$ cat config.mk
export PLATFORM = sky130hd
export DESIGN_NAME = fbs_status_led
export DESIGN_NICKNAME = d
export VERILOG_FILES = /design/src/fbs_pkg.sv /design/src/fbs_status_led.sv
export SDC_FILE = /design/constraint.sdc
export NUM_CORES = 1
export LEC_CHECK = 0
export ABC_AREA = 1
export BUFFER_PORTS_ARGS = -buffer_cell sky130_fd_sc_hd__buf_2
export CAP_MARGIN = 20
export CORE_MARGIN = 2
export CORE_UTILIZATION = 37
export DETAILED_ROUTE_END_ITERATION = 12
export SETUP_SLACK_MARGIN = 0.4
export SKIP_LAST_GASP = 1
export SYNTH_ARGS = -nofsm -noshare
export SYNTH_HDL_FRONTEND = slang
export SYNTH_SLANG_ARGS = --single-unit
export TNS_END_PERCENT = 1
$ cat constraint.sdc
create_clock -name ref_clk -period 2.8 [get_ports ref_clk]
set_clock_uncertainty 0.2 [all_clocks]
set_input_delay 0.14 -clock ref_clk [delete_from_list [all_inputs] [get_ports ref_clk]]
set_output_delay 0.14 -clock ref_clk [all_outputs]
set_load 0.05 [all_outputs]
$ cat src/fbs_pkg.sv
/*
 Package for the fieldbus slave status indication block: register map, field
 layouts, capability limits, LED timing and enumerations.
 Assumes a single 250 MHz clock domain and an APB register bus.
*/
package fbs_pkg;
   localparam int unsigned CLK_HZ        = 250_000_000;
   localparam int unsigned SLOT_FAST_MS  = 50;
   localparam int unsigned SLOT_SLOW_MS  = 200;
   localparam int unsigned FAST_CYC      = CLK_HZ / 1000 * SLOT_FAST_MS;
   localparam int unsigned SLOW_CYC      = CLK_HZ / 1000 * SLOT_SLOW_MS;
   localparam int unsigned FLICK_MS      = 50;
   localparam int unsigned FLICK_CYC     = CLK_HZ / 1000 * FLICK_MS;
   localparam int unsigned ACT_HOLD_MS   = 100;
   localparam int unsigned ACT_HOLD_CYC  = CLK_HZ / 1000 * ACT_HOLD_MS;
   localparam int unsigned CNT_W         = 26;

   // Capability limits.
   localparam logic [3:0]  NUM_SYNC_MGR      = 4'h4;
   localparam logic [3:0]  NUM_MAP_UNIT      = 4'h3;
   localparam logic [3:0]  MAX_PDO_PER_DIR   = 4'h2;
   localparam logic [7:0]  PD_BYTES_BASE     = 8'h20;
   localparam logic [7:0]  PD_BYTES_EXT      = 8'h40;
   localparam logic [7:0]  DC_TIME_BITS      = 8'h20;
   localparam logic [15:0] SYNC_MIN_US_BASE  = 16'h01f4;
   localparam logic [15:0] SYNC_MIN_US_EXT   = 16'h00fa;
   localparam logic [7:0]  SYNC_MULT_BASE    = 8'h08;
   localparam logic [7:0]  SYNC_MULT_EXT     = 8'h04;
   localparam logic [15:0] SAFETY_WD_MIN_MS  = 16'h0023;
   localparam logic [7:0]  IDENT_FIELD_NUM   = 8'h86;
   localparam logic [3:0]  MBX_SERVICES      = 4'h7;
   localparam logic [3:0]  SM_ROLE_RXMBX     = 4'h0;
   localparam logic [3:0]  SM_ROLE_TXMBX     = 4'h1;
   localparam logic [3:0]  SM_ROLE_OUTPD     = 4'h2;
   localparam logic [3:0]  SM_ROLE_INPD      = 4'h3;

   // Register byte addresses.
   localparam logic [7:0] ADDR_CTRL     = 8'h00;
   localparam logic [7:0] ADDR_STATUS   = 8'h04;
   localparam logic [7:0] ADDR_ALIAS    = 8'h08;
   localparam logic [7:0] ADDR_CAP0     = 8'h0c;
   localparam logic [7:0] ADDR_CAP1     = 8'h10;
   localparam logic [7:0] ADDR_CAP2     = 8'h14;
   localparam logic [7:0] ADDR_MBX_REQ  = 8'h18;
   localparam logic [7:0] ADDR_MBX_RSP  = 8'h1c;
   localparam logic [7:0] ADDR_SLAVEST  = 8'h20;

   // Control register fields.
   localparam int unsigned CTRL_EXT_FW   = 0;
   localparam int unsigned CTRL_SYNC_EN  = 1;
   localparam int unsigned CTRL_SAFETY   = 2;
   // Slave status register fields.
   localparam int unsigned SST_STATE_LO  = 0;
   localparam int unsigned SST_COMM_ERR  = 4;
   localparam int unsigned SST_LOAD_ERR  = 5;
   localparam int unsigned SST_CFG_ERR   = 6;
   localparam int unsigned SST_WARN      = 7;
   localparam int unsigned SST_LOCAL_ERR = 8;
   localparam int unsigned SST_WDOG      = 9;

   // Mailbox service codes.
   localparam logic [3:0] MBX_DOWNLOAD  = 4'h1;
   localparam logic [3:0] MBX_UPLOAD    = 4'h2;
   localparam logic [3:0] MBX_EMERGENCY = 4'h3;
   localparam logic [1:0] MBX_RSP_OK    = 2'h1;
   localparam logic [1:0] MBX_RSP_UNSUP = 2'h2;

   localparam logic [3:0] ST_INIT    = 4'h1;
   localparam logic [3:0] ST_PREOP   = 4'h2;
   localparam logic [3:0] ST_SAFEOP  = 4'h4;
   localparam logic [3:0] ST_OP      = 4'h8;

   localparam int unsigned NUM_PORTS = 2;

   typedef enum logic [3:0] {
      PAT_OFF, PAT_G_FAST, PAT_G_SAFEOP, PAT_G_ON, PAT_R_ON, PAT_R_LOAD,
      PAT_R_CFG, PAT_R_SINGLE, PAT_R_DOUBLE
   } fbs_pat_e;
endpackage : fbs_pkg

$ cat src/fbs_status_led.sv
/*
 Status indication and capability logic of the fieldbus slave: network status
 LED pattern generator, per-port link LEDs, capability words, alias store and
 mailbox service check; the last three are reached over APB.
 Assumes slave state and error inputs come from logic on ref_clk, and link and
 sync inputs come from pins and are synchronised here.
*/
// The APB interface to the registers and the register addresses were left to the implementer.
`timescale 1ns/1ps
`default_nettype none
module fbs_status_led
   import fbs_pkg::*;
(
   // Clock and reset.
   input  wire logic                 ref_clk,
   input  wire logic                 nrst,
   // APB slave.
   input  wire logic                 psel,
   input  wire logic                 penable,
   input  wire logic                 pwrite,
   input  wire logic [7:0]           paddr,
   input  wire logic [31:0]          pwdata,
   output logic                      pready,
   output logic [31:0]               prdata,
   output logic                      pslverr,
   // Slave state and errors from the protocol core.
   input  wire logic [3:0]           slaveState,
   input  wire logic                 commErr,
   input  wire logic                 loadErr,
   input  wire logic                 cfgErr,
   input  wire logic                 warnLevel,
   input  wire logic                 localDrop,
   input  wire logic                 wdogTimeout,
   // Pins.
   input  wire logic [NUM_PORTS-1:0] portOpen,
   input  wire logic [NUM_PORTS-1:0] portActivity,
   input  wire logic                 syncPulse,
   // Alias non-volatile store.
   input  wire logic [15:0]          aliasNvIn,
   output logic [15:0]               aliasNvOut,
   output logic                      aliasNvWrite,
   // Indicators and timing.
   output logic                      netLedGreen,
   output logic                      netLedRed,
   output logic [NUM_PORTS-1:0]      linkLedGreen,
   output logic [NUM_PORTS-1:0]      linkLedYellow,
   output logic                      errorBit,
   output logic                      gridAlign
);
   localparam int unsigned PW = NUM_PORTS;

   // Pin synchronisers.
   logic [PW-1:0] openS1_r, openS2_r, actS1_r, actS2_r;
   logic          syncS1_r, syncS2_r, syncS3_r;

   always_ff @(posedge ref_clk or negedge nrst) begin
      if (!nrst) begin
         openS1_r <= '0;
         openS2_r <= '0;
         actS1_r  <= '0;
         actS2_r  <= '0;
         syncS1_r <= 1'b0;
         syncS2_r <= 1'b0;
         syncS3_r <= 1'b0;
      end else begin
         openS1_r <= portOpen;
         openS2_r <= openS1_r;
         actS1_r  <= portActivity;
         actS2_r  <= actS1_r;
         syncS1_r <= syncPulse;
         syncS2_r <= syncS1_r;
         syncS3_r <= syncS2_r;
      end
   end

   // Register state.
   logic [2:0]  ctrl_r, ctrl_nxt;
   logic [15:0] alias_r, alias_nxt;
   logic        aliasLoaded_r, aliasLoaded_nxt;
   logic        nvWr_r, nvWr_nxt;
   logic [1:0]  mbxRsp_r, mbxRsp_nxt;
   logic        errBit_r, errBit_nxt;
   logic [31:0] rdata_r, rdata_nxt;
   logic        ready_r, ready_nxt;
   logic        slverr_r, slverr_nxt;
   logic        gridAlign_r, gridAlign_nxt;

   logic        apbAccess;
   logic        addrHit;
   logic [31:0] rdMux;

   assign apbAccess = psel && penable && !ready_r;

   always_comb begin
      addrHit = 1'b1;
      rdMux   = '0;
      unique case (paddr)
         ADDR_CTRL:    rdMux = {29'h0, ctrl_r};
         ADDR_STATUS:  rdMux = {22'h0, errBit_r, 1'b0, 8'h00};
         ADDR_ALIAS:   rdMux = {16'h0, alias_r};
         ADDR_CAP0:    rdMux = {NUM_SYNC_MGR, NUM_MAP_UNIT, MAX_PDO_PER_DIR,
                                4'h0, DC_TIME_BITS,
                                ctrl_r[CTRL_EXT_FW] ? PD_BYTES_EXT : PD_BYTES_BASE};
         ADDR_CAP1:    rdMux = {ctrl_r[CTRL_EXT_FW] ? SYNC_MIN_US_EXT : SYNC_MIN_US_BASE,
                                ctrl_r[CTRL_EXT_FW] ? SYNC_MULT_EXT : SYNC_MULT_BASE,
                                SM_ROLE_INPD, SM_ROLE_OUTPD};
         ADDR_CAP2:    rdMux = {SAFETY_WD_MIN_MS, IDENT_FIELD_NUM, 3'h0, 1'b0,
                                MBX_SERVICES};
         ADDR_MBX_REQ: rdMux = '0;
         ADDR_MBX_RSP: rdMux = {30'h0, mbxRsp_r};
         ADDR_SLAVEST: rdMux = {22'h0, wdogTimeout, localDrop, warnLevel, cfgErr,
                                loadErr, commErr, slaveState};
         default:      addrHit = 1'b0;
      endcase
   end

   always_comb begin
      ctrl_nxt        = ctrl_r;
      alias_nxt       = alias_r;
      aliasLoaded_nxt = 1'b1;
      nvWr_nxt        = 1'b0;
      mbxRsp_nxt      = mbxRsp_r;
      errBit_nxt      = errBit_r;
      rdata_nxt       = rdata_r;
      ready_nxt       = apbAccess;
      slverr_nxt      = 1'b0;
      gridAlign_nxt   = ctrl_r[CTRL_SYNC_EN] && syncS2_r && !syncS3_r;
      if (!aliasLoaded_r) begin
         alias_nxt = aliasNvIn;
      end
      if (apbAccess) begin
         slverr_nxt = !addrHit;
         rdata_nxt  = pwrite ? 32'h0 : rdMux;
         if (pwrite) begin
            unique case (paddr)
               ADDR_CTRL: begin
                  ctrl_nxt = pwdata[2:0];
               end
               ADDR_STATUS: begin
                  if (pwdata[SST_WDOG]) begin
                     errBit_nxt = 1'b0;
                  end
               end
               ADDR_ALIAS: begin
                  alias_nxt = pwdata[15:0];
                  nvWr_nxt  = 1'b1;
               end
               ADDR_MBX_REQ: begin
                  // Bit 4 flags a whole-object complete access.
                  if (!pwdata[4] && (pwdata[3:0] == MBX_DOWNLOAD ||
                      pwdata[3:0] == MBX_UPLOAD || pwdata[3:0] == MBX_EMERGENCY)) begin
                     mbxRsp_nxt = MBX_RSP_OK;
                  end else begin
                     mbxRsp_nxt = MBX_RSP_UNSUP;
                  end
               end
               default: begin
               end
            endcase
         end
      end
      // Set wins over the software clear.
      if (localDrop) begin
         errBit_nxt = 1'b1;
      end
   end

   always_ff @(posedge ref_clk or negedge nrst) begin
      if (!nrst) begin
         ctrl_r        <= '0;
         alias_r       <= '0;
         aliasLoaded_r <= 1'b0;
         nvWr_r        <= 1'b0;
         mbxRsp_r      <= '0;
         errBit_r      <= 1'b0;
         rdata_r       <= '0;
         ready_r       <= 1'b0;
         slverr_r      <= 1'b0;
         gridAlign_r   <= 1'b0;
      end else begin
         ctrl_r        <= ctrl_nxt;
         alias_r       <= alias_nxt;
         aliasLoaded_r <= aliasLoaded_nxt;
         nvWr_r        <= nvWr_nxt;
         mbxRsp_r      <= mbxRsp_nxt;
         errBit_r      <= errBit_nxt;
         rdata_r       <= rdata_nxt;
         ready_r       <= ready_nxt;
         slverr_r      <= slverr_nxt;
         gridAlign_r   <= gridAlign_nxt;
      end
   end

   // Network status pattern selection, faults ahead of states.
   fbs_pat_e pat;
   always_comb begin
      pat = PAT_OFF;
      if (commErr) begin
         pat = PAT_R_ON;
      end else if (loadErr) begin
         pat = PAT_R_LOAD;
      end else if (cfgErr) begin
         pat = PAT_R_CFG;
      end else if (wdogTimeout) begin
         pat = PAT_R_DOUBLE;
      end else if (errBit_r || warnLevel) begin
         pat = PAT_R_SINGLE;
      end else if (slaveState == ST_OP) begin
         pat = PAT_G_ON;
      end else if (slaveState == ST_SAFEOP) begin
         pat = PAT_G_SAFEOP;
      end else if (slaveState == ST_PREOP) begin
         pat = PAT_G_FAST;
      end
   end

   fbs_pat_e     patLast_r, patLast_nxt;
   logic [CNT_W-1:0] slotCnt_r, slotCnt_nxt;
   logic [2:0]   slot_r, slot_nxt;
   logic         green_r, green_nxt, red_r, red_nxt;
   logic         fast;
   logic [2:0]   slots;
   logic         redOn, grnOn;

   always_comb begin
      fast  = (pat == PAT_G_FAST) || (pat == PAT_R_LOAD);
      slots = 3'h2;
      unique case (pat)
         PAT_G_SAFEOP: slots = 3'h6;
         PAT_R_SINGLE: slots = 3'h5;
         PAT_R_DOUBLE: slots = 3'h7;
         default:      slots = 3'h2;
      endcase
      slotCnt_nxt = slotCnt_r + 1'b1;
      slot_nxt    = slot_r;
      patLast_nxt = pat;
      if (pat != patLast_r) begin
         slotCnt_nxt = '0;
         slot_nxt    = '0;
      end else if (slotCnt_r == CNT_W'(fast ? FAST_CYC - 1 : SLOW_CYC - 1)) begin
         slotCnt_nxt = '0;
         slot_nxt    = (slot_r == slots - 3'h1) ? 3'h0 : slot_r + 3'h1;
      end
      redOn = 1'b0;
      grnOn = 1'b0;
      unique case (pat)
         PAT_OFF:      begin end
         PAT_G_FAST,
         PAT_G_SAFEOP: grnOn = (slot_nxt == 3'h0);
         PAT_G_ON:     grnOn = 1'b1;
         PAT_R_ON:     redOn = 1'b1;
         PAT_R_LOAD,
         PAT_R_CFG,
         PAT_R_SINGLE: redOn = (slot_nxt == 3'h0);
         PAT_R_DOUBLE: redOn = (slot_nxt == 3'h0) || (slot_nxt == 3'h2);
      endcase
      // Green and red both light in slot 0 of their pattern; only one colour is ever chosen.
      red_nxt   = redOn;
      green_nxt = grnOn && !redOn;
   end

   always_ff @(posedge ref_clk or negedge nrst) begin
      if (!nrst) begin
         patLast_r <= PAT_OFF;
         slotCnt_r <= '0;
         slot_r    <= '0;
         green_r   <= 1'b0;
         red_r     <= 1'b0;
      end else begin
         patLast_r <= patLast_nxt;
         slotCnt_r <= slotCnt_nxt;
         slot_r    <= slot_nxt;
         green_r   <= green_nxt;
         red_r     <= red_nxt;
      end
   end

   // Link LEDs; activity is stretched so short bursts still flicker visibly.
   logic [CNT_W-1:0] flick_r, flick_nxt;
   logic             flickPh_r, flickPh_nxt;
   logic [CNT_W-1:0] hold_r [PW];
   logic [CNT_W-1:0] hold_nxt [PW];
   logic [PW-1:0]    link_r, link_nxt;

   always_comb begin
      flick_nxt   = flick_r + 1'b1;
      flickPh_nxt = flickPh_r;
      if (flick_r == CNT_W'(FLICK_CYC - 1)) begin
         flick_nxt   = '0;
         flickPh_nxt = !flickPh_r;
      end
      for (int i = 0; i < PW; i++) begin
         hold_nxt[i] = (hold_r[i] != '0) ? hold_r[i] - 1'b1 : '0;
         if (actS2_r[i]) begin
            hold_nxt[i] = CNT_W'(ACT_HOLD_CYC);
         end
         link_nxt[i] = openS2_r[i] && ((hold_r[i] == '0) || flickPh_r);
      end
   end

   always_ff @(posedge ref_clk or negedge nrst) begin
      if (!nrst) begin
         flick_r   <= '0;
         flickPh_r <= 1'b0;
         link_r    <= '0;
         for (int i = 0; i < PW; i++) begin
            hold_r[i] <= '0;
         end
      end else begin
         flick_r   <= flick_nxt;
         flickPh_r <= flickPh_nxt;
         link_r    <= link_nxt;
         for (int i = 0; i < PW; i++) begin
            hold_r[i] <= hold_nxt[i];
         end
      end
   end

   assign pready        = ready_r;
   assign prdata        = rdata_r;
   assign pslverr       = slverr_r;
   assign aliasNvOut    = alias_r;
   assign aliasNvWrite  = nvWr_r;
   assign netLedGreen   = green_r;
   assign netLedRed     = red_r;
   assign linkLedGreen  = link_r;
   assign linkLedYellow = '0;
   assign errorBit      = errBit_r;
   assign gridAlign     = gridAlign_r;
endmodule : fbs_status_led
`default_nettype wire

Word level (Yosys, flattened, before mapping)
Cells that the tools add are included.
- bits in registers: 186
- bits of input ports: 76
- logic and storage cells: 139
- add/subtract/negate cells: 6
- eq/ne operators: 27
- multiplexer cells: 42
- reductions and logical operators: 37
- operator list (kind ; number):
    31-bit case mux with 8 select lines ; 1
    26-bit two-way mux ; 8
    16-bit two-way mux ; 4
    26-bit by 1-bit adder with 26-bit output, second input constant ; 2
    26-bit zero test ; 2
    26-bit nonzero test ; 2
    26-bit by 1-bit subtractor with 26-bit output, second input constant ; 2
    8-bit by 5-bit == test with 1-bit output, second input constant ; 4
    32-bit two-way mux ; 1
    26-bit by 24-bit == test with 1-bit output, second input constant ; 1
    26-bit == test ; 1
    4-bit by 2-bit == test with 1-bit output, second input constant ; 5
    4-bit by 3-bit == test with 1-bit output, second input constant ; 5
    4-bit two-way mux ; 5
    8-bit by 4-bit == test with 1-bit output, second input constant ; 2
    3-bit two-way mux ; 4
    1-bit two-way mux ; 11
    9-bit two-way mux ; 1
    3-bit case mux with 3 select lines ; 1
    9-bit OR reduction ; 1
    4-bit by 1-bit == test with 1-bit output, second input constant ; 2
    4-bit == test, second input constant ; 2
    8-bit by 3-bit == test with 1-bit output, second input constant ; 1
    8-bit by 6-bit == test with 1-bit output, second input constant ; 1
    19 further kinds ; 43

Longest topological paths before layout
Gate-level depths: netlist of the first run.
- depth in word-level cells: 21
- depth in mapped cells: 20
- depth with buffers taken out: 20

Worst setup path before layout of the first run
No wires, ideal clock.
- path type: register -> register
- from: register errBit_r (netlist: errorBit)
- to: register red_r (netlist: netLedRed)
- arrival: 2.203 ns
- path slack: 0.276 ns
- cell stages (with the launch flop): 18
- period minus slack after synthesis: 2.524 ns
- cell sequence: dfrtp_1 -> nor2_2 -> inv_2 -> a21oi_2 -> inv_1 -> nand3_2 -> nand2_1 -> inv_1 -> ha_1 -> xor2_1 -> nand2_1 -> nor2_1 -> nand3_1 -> nand2_1 -> inv_2 -> o21ai_2 -> o21ai_1 -> nand2_1
- longest elaborated chain between the ends: 16
- elaborated cells between the ends (all ways): 28
- classes of those cells: add/sub: 1; eq/ne: 11; mux: 11; reduce/logical: 5
- ends and longest elaborated chain (what ; line ; RTL):
    from (decl) ; fbs_status_led.sv:82 ; logic errBit_r, errBit_nxt;
    from (signal assigned) ; fbs_status_led.sv:186 ; errBit_r <= errBit_nxt;
    1-bit logical OR * ; fbs_status_led.sv:206 ; end else if (errBit_r || warnLevel) begin
    3-bit two-way mux * ; fbs_status_led.sv:206 ;
    4-bit two-way mux * ; fbs_status_led.sv:204 ; end else if (wdogTimeout) begin
    4-bit two-way mux * ; fbs_status_led.sv:202 ; end else if (cfgErr) begin
    4-bit two-way mux * ; fbs_status_led.sv:200 ; end else if (loadErr) begin
    4-bit two-way mux * ; fbs_status_led.sv:198 ; if (commErr) begin
    net pat[2] ; fbs_status_led.sv:195 ; fbs_pat_e pat;
    4-bit == test (tied with other cells) ; fbs_status_led.sv:228, fbs_status_led.sv:246 ;
    [2 not listed] ; -- ;
    3-bit == test ; fbs_status_led.sv:242 ; slot_nxt = (slot_r == slots - 3'h1) ? 3'h0 : slot_r + 3'h1;
    3-bit two-way mux ; fbs_status_led.sv:242 ;
    3-bit two-way mux ; fbs_status_led.sv:240 ; end else if (slotCnt_r == CNT_W'(fast ? FAST_CYC - 1 : SLOW_CYC - 1)) begin
    3-bit two-way mux ; fbs_status_led.sv:237 ; if (pat != patLast_r) begin
    3-bit by 2-bit == test with 1-bit output or 3-bit zero test (tied branches) ; fbs_status_led.sv:255, fbs_status_led.sv:254 ;
    1-bit logical OR ; fbs_status_led.sv:255 ; PAT_R_DOUBLE: redOn = (slot_nxt == 3'h0) || (slot_nxt == 3'h2);
    1-bit case mux with 3 select lines * ; fbs_status_led.sv:246 ; unique case (pat)
    net redOn ; fbs_status_led.sv:223 ; logic redOn, grnOn;
    to (signal assigned) ; fbs_status_led.sv:274 ; red_r <= red_nxt;
    to (decl) ; fbs_status_led.sv:220 ; logic green_r, green_nxt, red_r, red_nxt;
The timed path passes the listed nets; every way through them passes the cells marked *.
A chain may end at the register's enable or synchronous reset.

Final worst setup path of the first run
- from: register errBit_r (netlist: errorBit)
- to: register green_r (netlist: netLedGreen)
- longest elaborated chain between the ends: 18
- elaborated cells between the ends (all ways): 33
- classes of those cells: add/sub: 1; eq/ne: 12; mux: 12; reduce/logical: 8
- ends and longest elaborated chain (what ; line ; RTL):
    1-bit logical OR * ; fbs_status_led.sv:206 ;
    3-bit two-way mux * ; fbs_status_led.sv:206 ;
    4-bit two-way mux * ; fbs_status_led.sv:204 ;
    4-bit two-way mux * ; fbs_status_led.sv:202 ;
    4-bit two-way mux * ; fbs_status_led.sv:200 ;
    4-bit two-way mux * ; fbs_status_led.sv:198 ;
    net pat[2] ; fbs_status_led.sv:195 ;
    4-bit == test (tied with other cells) ; fbs_status_led.sv:228, fbs_status_led.sv:246 ;
    [4 not listed] ; -- ;
    3-bit two-way mux ; fbs_status_led.sv:240 ;
    3-bit two-way mux ; fbs_status_led.sv:237 ;
    3-bit by 2-bit == test with 1-bit output or 3-bit zero test (tied branches) ; fbs_status_led.sv:255, fbs_status_led.sv:249, fbs_status_led.sv:254 ;
    1-bit logical OR ; fbs_status_led.sv:255 ;
    1-bit case mux with 3 select lines ; fbs_status_led.sv:246 ;
    1-bit zero test ; fbs_status_led.sv:259 ; green_nxt = grnOn && !redOn;
    1-bit logical AND * ; fbs_status_led.sv:259 ;
    net green_nxt ; fbs_status_led.sv:220 ;
    to (signal assigned) ; fbs_status_led.sv:273 ; green_r <= green_nxt;
    to (decl) ; fbs_status_led.sv:220 ;
Marks and branches as above.

==> impl_metrics.toml, run 1 <==
[run_status]
status = "completed"

[sta]
maxSlewHeadroom_pct = 43.0
finalMaxSlewViolations = 0
fin_crit_sh_pct = 87.4
rsz0062_at_grt = "true"
setup_tns_ns = 0
hold_violations = 0
report.final.setup_viol = 0
achievable-frequency_mhz = 409
period_minus_slack_ns = 2.45
tightest_slew_ns = 0.854

[clocking]
clockRootBuffer = "clkbuf_16"
clock_latency_ns = 0.43
clkSlewWorstSetupHoldPaths_ns = 0.08
cts_tree = "built"
htreeDepth = 4
clock-sinks = 178
cts-buffers-inserted = 17
clockBufferDepth = 2

[global_route]
grt_pass1_wl_um = 36300
grt_overflow_total = 0
grt_max_degree = 58
grt_pass1_vias = 7279
antenna_found_initial = 0
grtUsageTotal_pct = 17.2

[critical_path]
slowest_stage = "dfrtp_2"
start_kind = "flip-flop"
worst-endpoint-arrival_ns = 2.61
required_ns = 2.96
crit_chain = "nor2_4, inv_2, a21oi_4, inv_2, nand3_4, nand2_2, inv_2, ha_4, xor2_1, nand2_1, nor2_1, nand3_1, nand2_1, inv_2, o21ai_4, nand2_2, a21oi_2"
cp_common_cell = "inv_2"
cp.buffers_inverters = 4
worstPathMaxFanout = 5
critPathMaxStageDelay_ns = 0.42
end_kind = "flip-flop"
path_class = "reg -> reg"
crit_family = "simple AND/OR/NAND/NOR gates"

[layout]
num-fill-cells = 2325
multiInputGateArea_um2 = 4190
antenna_cells = 0
area_growth_pct = 25.5
layout-drive-gt1-share_pct = 22.3
seqCellArea_um2 = 4460
fin_util_pct = 47.3
nNetsFinal = 1317

[place]
post-dp-hpwl_um = 15400
io_buffers = 111
routabilityCongestion = 0.868

[power]
powerDensity_nw_per_um2 = 513
peakVddDrop_mv = 0.410
leakage_nw = 5.35

[floorplanning]
die_area_um2 = 26100
io_pins = 135
fp.dieH_um = 162
die_w_um = 162
core_um2 = 24400
start_util_pct = 37.7
rows = 57

[job]
drv_cap = 0

[synthesis]
synth_warnings = 0
yosysTopAreaCell = "dfrtp_1"
async_reset_ff_share_pct = 100
synth_area_leaders = "dfrtp_1 (48%), nor2_1 (5.8%), nand2_1 (5.8%), inv_1 (5.7%), xor2_1 (4.3%)"
synth_top_cell_area_share_pct = 48.4
synth_seq_cells = 178
seq_area_frac_synth_pct = 48.4
synth.avg_cell_area_um2 = 8.76
netlist_instances = 1050
netlist_area_um2 = 9200
synth_cell_types = 52
synthFlopType = "dfrtp_1"
synth_edf_count = 0

[route]
route.detailed.drc = 0
drt-total-wl_um = 21900
drt_first_pass_iters = 4
num_vias = 7456
drtIter0Drc = 354
viasPerCell = 4.74
post_drt_wl_per_cell_um = 13.9
antenna_left = 0

[worst_hold_path]
hold_class = "in -> reg"
routing by layer:
| layer | wire length [µm] | track usage, % |
|---|---|---|
| met4 | 393 | 5.35 |
| met3 | 952 | 4.09 |
| met5 | 0 | 0 |
| met2 | 10900 | 29.3 |
| met1 | 9720 | 21.8 |
power by group:
part	leakage, nW	switching [mW]	internal (mW)
logic	2.81	0.447	0.274
registers	2.24	0.0972	2.67
clock network	0.294	1.12	1.32
through the flow:
stage | instances | instance area, µm² | hold slack, ns | power, mW | worst slack, ns
after global routing | 1572 | 11500 | 0.0297 | 6.18 | 0.187
after floorplan | 1056 | 9230 | -0.356 | 3.22 | 0.428
after global placement | 1467 | 10100 | -0.0680 | 3.41 | 0.306
after CTS | 1561 | 11300 | 0.00271 | 5.93 | 0.375
after detailed placement | 1467 | 10100 | -0.0640 | 3.42 | 0.239
final | 1572 | 11500 | 0.00726 | 5.92 | 0.353
logic make-up after synthesis:
logic type,after synthesis,synth area share [%]
xor gates and xnor gates,67,6.38
DFF,178,48.4
and+or+nand+nor,464,25.7
adders and majority gates,6,0.816
other,2,0.0817
buffers and inverters,186,8.42
muxes,16,1.76
AOI/OAI and AO/OA,131,8.42
cells in the mapped netlist, types with 3 or more instances:
library cell,n
nor2_2,14
mux2i_1,15
nand3_1,46
nor2_4,6
dfrtp_1,178
o211ai_1,4
clkbuf_1,9
a211oi_1,5
nor3_2,17
inv_2,12
inv_1,140
a21oi_1,25
buf_4,13
a221oi_1,6
nor4_1,10
xnor2_1,22
buf_2,8
a32o_1,6
nand3_2,11
o21ai_0,64
nand4_1,19
xor2_1,45
nor3_1,30
nand4_2,3
nand2_1,142
nand4_4,3
o21ai_1,5
a21oi_2,3
o21a_1,3
ha_1,6
nand2_2,8
nor2_1,143
cell type report:
| type | count | share of cell area (%) |
|---|---|---|
| multi-input combinational | 694 | 36.3 |
| inverter | 154 | 5.07 |
| clock buffer | 19 | 3.92 |
| clock inverter | 13 | 1.24 |
| timing repair inverter | 2 | 0.130 |
| sequential | 178 | 38.6 |
| tap | 324 | 3.51 |
| timing repair buffer | 188 | 11.2 |
final timing paths:
check                      cells after the start  slack (ns)            startpoint                     to
max                                           17        0.35  errorBit$_DFFE_PN0P_  netLedGreen$_DFF_PN0_
min                                            6       0.007                cfgErr  netLedGreen$_DFF_PN0_
max reg2reg                                   17        0.35  errorBit$_DFFE_PN0P_  netLedGreen$_DFF_PN0_
min reg2reg                                    0        0.16  actS1_r[1]$_DFF_PN0_   actS2_r[1]$_DFF_PN0_
max in group asynchronous                      3        1.51                  nrst  prdata[8]$_DFFE_PN0P_
min in group asynchronous                      2        0.04                  nrst   actS1_r[0]$_DFF_PN0_
cell usage in the layout (no fill, tap or decap), drive strengths merged, types with 2 or more instances in the layout:
cell         instances
clkbuf              20
a211oi               5
nand4               25
nand2              152
a31oi                2
a21oi               28
conb                 8
o21a                 3
clkinv               4
a221oi               6
o211ai               4
inv                161
dfrtp              178
a32o                 6
dlygate4sd3         55
nor4                14
xnor2               22
o21bai               2
xor2                45
nor3                49
nor2               163
ha                   6
nand3               57
buf                132
clkinvlp             3
a21boi               2
o21ai               70
nor3b                2
mux2i               15
or2                  2
what timing repair did:
| item | CTS | global route |
|---|---|---|
| pin swaps | 7 | 20 |
| setup endpoints to repair | 52 | 79 |
| hold buffers | 55 | 0 |
| endpoints found under the hold margin | 160 | 0 |
| buffers inserted | 3 | 11 |
| resized for setup | 15 | 25 |
| cloned | 4 | 0 |
sequential cells by signal (all words and copies together) (netlist names), 3 cells and up:
| register | cells |
|---|---|
| prdata | 24 |
| slotCnt_r | 26 |
| aliasNvOut | 16 |
| patLast_r | 4 |
| hold_r | 52 |
| slot_r | 3 |
| ctrl_r | 3 |
| flick_r | 26 |
tightest hold or removal path, stage by stage:
cell and delay [ns]:
buf_2 0.12, nor2_1 0.05, nand2_1 0.07, inv_1 0.08, nand2_1 0.09, a21oi_2 0.06
Note: power is estimated with default switching activity, not from simulation.
==> run 2: changes to the inputs <==
--- a/config.mk
+++ b/config.mk
@@ -5,12 +5,12 @@
 export SDC_FILE = /design/constraint.sdc
 export NUM_CORES = 1
 export LEC_CHECK = 0
-export ABC_AREA = 1
 export BUFFER_PORTS_ARGS = -buffer_cell sky130_fd_sc_hd__buf_2
 export CAP_MARGIN = 20
 export CORE_MARGIN = 2
-export CORE_UTILIZATION = 37
+export CORE_UTILIZATION = 45
 export DETAILED_ROUTE_END_ITERATION = 12
+export PLACE_DENSITY = 0.66
 export SETUP_SLACK_MARGIN = 0.4
 export SKIP_LAST_GASP = 1
 export SYNTH_ARGS = -nofsm -noshare
==> run 2 against run 1 <==
Compared with the run above: wire length decreased by 11%; synthesized area decreased by 6.5%; fmax decreased by 12%; utilization increased by 11 points; total power decreased by 0.96%; register-to-register slack got worse by 0.34 ns; first-iteration DRC count decreased by 2.0%; die area decreased by 23%; sequential share of layout area increased by 2.4 points; non-clock buffer count increased by 22; critical endpoint is now netLedRed$_DFF_PN0_; largest power group unchanged.
==> impl_metrics.toml, run 2 <==
[layout]
layout-drive-gt1-share_pct = 21.7
layout_common_cells = "dfrtp_1 (177), buf_2 (110), nor2_1 (104)"
nNetsFinal = 1126
final_common_cell = "dfrtp_1"
num-fill-cells = 1576
largestRegisters = "hold_r: 52 flops, flick_r: 26 flops, slotCnt_r: 26 flops"
area_growth_pct = 26.3
largest_reg_flops = 52
stdcell_count = 1292
design_area_um2 = 10900
seqCellArea_um2 = 4460
regMostFlops = "hold_r"
multiInputGateArea_um2 = 3980

[route]
drtIter0Drc = 347
antenna_left = 0
route.detailed.drc = 0
viasPerCell = 5.24
drt_first_pass_iters = 5
post_drt_wl_per_cell_um = 15.1
num_vias = 6772
drt-total-wl_um = 19500

[clocking]
clock-sinks = 178
clockBufferDepth = 2
clockRootBuffer = "clkbuf_16"
cts_tree = "built"
htreeDepth = 4
clkSlewWorstSetupHoldPaths_ns = 0.07
cts-buffers-inserted = 17
clock_latency_ns = 0.43

[sta]
report.final.setup_viol = 0
whs_ns = 0.0244
finalMaxSlewViolations = 0
achievable-frequency_mhz = 359
period_minus_slack_ns = 2.78
setup_ws_ns = 0.0177
hold_violations = 0
rsz0062_at_grt = "true"
maxSlewHeadroom_pct = 42.5
fin_crit_sh_pct = 99.4
tightest_slew_ns = 0.863

[power]
peakVddDrop_mv = 0.432
leakage_nw = 4.93
p_comb_share_pct = 12.0
switching_share_pct = 26.2
powerDensity_nw_per_um2 = 539
p_int_mw = 4.32
clock_power_share_pct = 40.7
p_total_mw = 5.86
switchingPower_mw = 1.53
p_seq_share_pct = 47.3

[synthesis]
netlist_instances = 852
synth_top_cell_area_share_pct = 51.8
synth_adder_area_share_pct = 0.873
synthFlopType = "dfrtp_1"
muxShareOfSynthArea_pct = 2.75
synth.avg_cell_area_um2 = 10.1
yosys.area_share.simple_pct = 22.1
post-synth-top-count-cell = "dfrtp_1"
seq_area_frac_synth_pct = 51.8
synth_area_leaders = "dfrtp_1 (52%), xnor2_1 (5.4%), nor2_1 (4.6%), xor2_1 (4.2%), nand2_1 (3.5%)"
synth_common_cells = "dfrtp_1 (178), nor2_1 (106), nand2_1 (81)"
synth_xor_area_share_pct = 9.57
synth_compound_area_share_pct = 9.15
async_reset_ff_share_pct = 100
synth_edf_count = 0
synth_seq_cells = 178
synth_cell_types = 70
yosysTopAreaCell = "dfrtp_1"
synth_top_family_by_area = "simple AND/OR/NAND/NOR gates"
synth_warnings = 0
netlist_area_um2 = 8600

[global_route]
antenna_found_initial = 1
grt_overflow_total = 0
grt_max_degree = 68
grtUsageTotal_pct = 20.2
grt_pass1_wl_um = 32700
grt_pass1_vias = 6771

[place]
dp_slack_ns = 0.00247
routabilityCongestion = 0.825
post_dp_cell_area_um2 = 9600
io_buffers = 111
dp.cells = 1199
post-dp-hpwl_um = 12900

[floorplanning]
die_w_um = 142
die_area_um2 = 20200
fp.dieH_um = 142
core_um2 = 18700
rows = 50
start_util_pct = 46.0
io_pins = 135

[critical_path]
cp.buffers_inverters = 0
path_class = "reg -> reg"
crit_chain = "or3_4, nand2_4, ha_4, xor2_4, nor2b_2, and4_1, a311oi_2, nor2_2, o311ai_2, o211ai_1"
worst-endpoint-arrival_ns = 2.87
worstPathMaxFanout = 4
start_kind = "flip-flop"
required_ns = 2.89
critPathMaxStageDelay_ns = 0.43
crit_family = "simple AND/OR/NAND/NOR gates"
end_kind = "flip-flop"
slowest_stage = "dfrtp_2"

[worst_hold_path]
hold_class = "in -> reg"

[run_status]
status = "completed"

[job]
drv_cap = 0
## run 2: cell count changes after synthesis, moves of 14 or more
cell      delta
inv_1      -123
nor2_1      -37
nor3_2      -16
o21ai_0     -26
xnor2_1     +31
nor2_2      -14
o21bai_1    +19
and3_1      +17
nand2_1     -61
nand3_1     -17
## run 2: final timing paths
path / start / endpoint / slack, ns / cells after the start
max: errorBit$_DFFE_PN0P_ / netLedRed$_DFF_PN0_ / 0.02 / 10
min: loadErr / patLast_r[0]$_DFF_PN0_ / 0.02 / 4
max in group asynchronous: nrst / errorBit$_DFFE_PN0P_ / 1.54 / 3
min in group asynchronous: nrst / hold_r[7]$_DFF_PN0_ / 0.05 / 2
min reg2reg: syncS1_r$_DFF_PN0_ / syncS2_r$_DFF_PN0_ / 0.15 / 0
max reg2reg: errorBit$_DFFE_PN0P_ / netLedRed$_DFF_PN0_ / 0.02 / 10
## run 2: logic make-up after synthesis
family / after synthesis
AOI/OAI and AO/OA: 120
other: 2
xor gates and xnor gates: 94
buffers and inverters: 61
muxes: 23
adders and majority gates: 6
DFF: 178
and+or+nand+nor: 368
## run 2: power groups by stage
stage          combinational [mW]  sequential (mW)  clock [mW]
6_report                    0.703             2.77        2.39
5_1_grt                     0.780             2.78        2.55
4_1_cts                     0.701             2.77        2.43
3_5_place_dp                0.636             2.81           0
3_3_place_gp                0.628             2.81           0
2_1_floorplan               0.331             2.88           0
## run 2: metal layers
| layer | track usage (%) | vias up | part of all wire [%] |
|---|---|---|---|
| met2 | 33.1 | 129 | 49 |
| met5 | 0 | - | 0 |
| met1 | 26.7 | 3286 | 46 |
| met3 | 4.37 | 24 | 3.7 |
| met4 | 7.05 | 0 | 2.0 |
| li1 | - | 3333 | - |
## run 2: worst min-delay path, cell delays in order
cell and delay (ns):
buf_2 0.09, buf_4 0.14, nor3_1 0.07, a21oi_1 0.16
## run 2: stage by stage
step | TNS, ns | utilization, %
6_report | 0 | 58.1
3_5_place_dp | 0 | 51.3
4_1_cts | 0 | 57.8
2_1_floorplan | -0.0142 | -
3_3_place_gp | 0 | 51.3
5_1_grt | -0.859 | 58.1
## run 2: area by class of cell
| cell class | count | area share, % |
|---|---|---|
| multi-input combinational | 619 | 36.6 |
| timing repair buffer | 210 | 13.6 |
| tap | 234 | 2.70 |
| clock inverter | 11 | 1.17 |
| sequential | 178 | 41.0 |
| inverter | 18 | 0.622 |
| clock buffer | 21 | 4.24 |
| antenna | 1 | 0.0230 |
## run 2: what timing repair did
item / CTS / global route
pin swaps: 8 / 7
gates resized for setup: 11 / 6
gates cloned: 1 / 0
endpoints found under the setup margin: 82 / 84
setup buffers: 4 / 0
hold buffers: 55 / 0
endpoints found under the hold margin: 125 / 0
==> run 3: changes to the inputs <==
==> constraint.sdc (replaced) <==
create_clock -name ref_clk -period 3.52 [get_ports ref_clk]
set_clock_uncertainty 0.2 [all_clocks]
set_input_delay 0.176 -clock ref_clk [delete_from_list [all_inputs] [get_ports ref_clk]]
set_output_delay 0.176 -clock ref_clk [all_outputs]
set_load 0.05 [all_outputs]
==> run 3 against run 2 <==
Compared with the run above: the run now ends with negative hold slack left; sequential power shrank 21%; design area shrank 3.4%; sequential share of layout area grew 1.4 points; die area is the same; register-to-register slack gained 0.52 ns; total power shrank 22%; setup slack gained 0.52 ns; critical path type unchanged.
==> impl_metrics.toml, run 3 (same netlist as run 2, synthesis figures left out) <==
[route]
num_vias = 6591
drtIter0Drc = 397
drt-total-wl_um = 18600
post_drt_wl_per_cell_um = 14.8
route.detailed.drc = 0
viasPerCell = 5.24
antenna_left = 0
drt_first_pass_iters = 4

[sta]
setup_tns_ns = 0
setup_ws_ns = 0.533
report.final.setup_viol = 0
period_minus_slack_ns = 2.99
whs_ns = -0.00409
tightest_slew_ns = 0.879
fin_crit_sh_pct = 84.9
hold_violations = 1
rsz0062_at_grt = "true"
maxSlewHeadroom_pct = 41.4
finalMaxSlewViolations = 0
achievable-frequency_mhz = 335

[floorplanning]
core_um2 = 18700
die_area_um2 = 20200
die_w_um = 142
start_util_pct = 46.0
rows = 50
fp.dieH_um = 142
io_pins = 135

[place]
post-dp-hpwl_um = 12600
dp_slack_ns = 0.445
dp.cells = 1173
routabilityCongestion = 0.825
io_buffers = 111
post_dp_cell_area_um2 = 9350

[run_status]
status = "complete, but fails checks"
violations = "negative hold slack"

[power]
clock_power_share_pct = 40.0
p_comb_share_pct = 11.6
switching_share_pct = 28.2
powerDensity_nw_per_um2 = 433
peakVddDrop_mv = 0.353
p_seq_share_pct = 48.4
switchingPower_mw = 1.28
leakage_nw = 4.75
p_int_mw = 3.27

[global_route]
grt_pass1_vias = 6365
grt_overflow_total = 0
grtUsageTotal_pct = 19.0
grt_max_degree = 93
antenna_found_initial = 0
grt_pass1_wl_um = 30900

[layout]
layout_common_cells = "dfrtp_1 (177), buf_2 (110), nor2_1 (105)"
nNetsFinal = 1093
layout-drive-gt1-share_pct = 18.7
largest_reg_flops = 52
design_area_um2 = 10500
regMostFlops = "hold_r"
stdcell_count = 1258
largestRegisters = "hold_r: 52 flops, flick_r: 26 flops, slotCnt_r: 26 flops"
final_common_cell = "dfrtp_1"
antenna_cells = 0
area_growth_pct = 22.0

[critical_path]
slowest_stage = "dfrtp_2"
crit_chain = "or3_1, nand2_1, ha_1, xor2_2, nor2b_2, and4_1, a311oi_1, nor2_1, o311ai_2, o211ai_1"
end_kind = "flip-flop"
worstPathMaxFanout = 9
critPathMaxStageDelay_ns = 0.47
worst-endpoint-arrival_ns = 3.09
required_ns = 3.62
path_class = "reg -> reg"
start_kind = "flip-flop"
r2r_setup_slack_ns = 0.53

[clocking]
clockBufferDepth = 2
htreeDepth = 4
clock-sinks = 178
clkSlewWorstSetupHoldPaths_ns = 0.07
clock_latency_ns = 0.44
clockRootBuffer = "clkbuf_16"
cts_tree = "built"
cts-buffers-inserted = 17

[job]
drv_cap = 0

[worst_hold_path]
hold_class = "in -> reg"
-- run 3: changes by cell type in the layout (fill, tap and decap cells not counted), sizes merged, moves of 2 or more --
cell,delta
buf,-31
bufinv,-2
clkbuf,-4
clkinv,+2
dlygate4sd3,-2
inv,+5
-- run 3: final cells by class --
type                            instances  area [µm²]
Tap cell                              234         293
Sequential cell                       178        4460
Timing Repair Buffer                  177        1200
Fill cell                            1616        8210
Clock buffer                           17         425
Multi-Input combinational cell        619        3910
Clock inverter                         15         145
Inverter                               18        67.6
-- run 3: critical path: cells and delay by family, from the launching register on --
| kind | cells | cell delay (ns) |
|---|---|---|
| compound gates | 3 | 0.66 |
| flops | 1 | 0.47 |
| fa+ha+maj | 1 | 0.28 |
| xor+xnor | 1 | 0.19 |
| simple gates | 5 | 1.05 |
-- run 3: final timing paths --
| check | from | to | cells past startpoint |
|---|---|---|---|
| max in group asynchronous | nrst | ctrl_r[1]$_DFFE_PN0P_ | 3 |
| min | cfgErr | netLedGreen$_DFF_PN0_ | 3 |
| min reg2reg | actS1_r[0]$_DFF_PN0_ | actS2_r[0]$_DFF_PN0_ | 0 |
| max reg2reg | errorBit$_DFFE_PN0P_ | netLedRed$_DFF_PN0_ | 10 |
| max | errorBit$_DFFE_PN0P_ | netLedRed$_DFF_PN0_ | 10 |
| min in group asynchronous | nrst | hold_r[11]$_DFF_PN0_ | 2 |
-- run 3: repair_timing --
item | 4_1_cts | 5_1_grt
gates resized for setup | 0 | 12
endpoints found under the setup margin | 0 | 16
hold buffers | 53 | 0
setup buffers | 0 | 0
endpoints found under the hold margin | 135 | 0
-- run 3: layer usage --
metal / vias up / track usage (%) / share of wire (%)
li1: 3261 / - / -
met1: 3208 / 25.8 / 47
met2: 111 / 30.6 / 48
met3: 11 / 4.04 / 3.6
met4: 0 / 6.32 / 1.1
met5: - / 0 / 0
-- run 3: metrics by stage --
step	power (mW)	util, %	hold WS [ns]
global route	4.74	56.1	0.0167
finish	4.55	56.1	-0.00409
floorplan	2.55	-	-0.320
global placement	2.70	50.0	0.0839
CTS	4.60	55.8	0.00227
detailed placement	2.71	50.0	0.0861
-- run 3: power by group through the flow --
stage	combinational [mW]	clock, mW	sequential, mW
6_report	0.528	1.82	2.20
3_3_place_gp	0.465	0	2.24
5_1_grt	0.582	1.95	2.21
2_1_floorplan	0.261	0	2.29
4_1_cts	0.527	1.87	2.20
3_5_place_dp	0.468	0	2.24
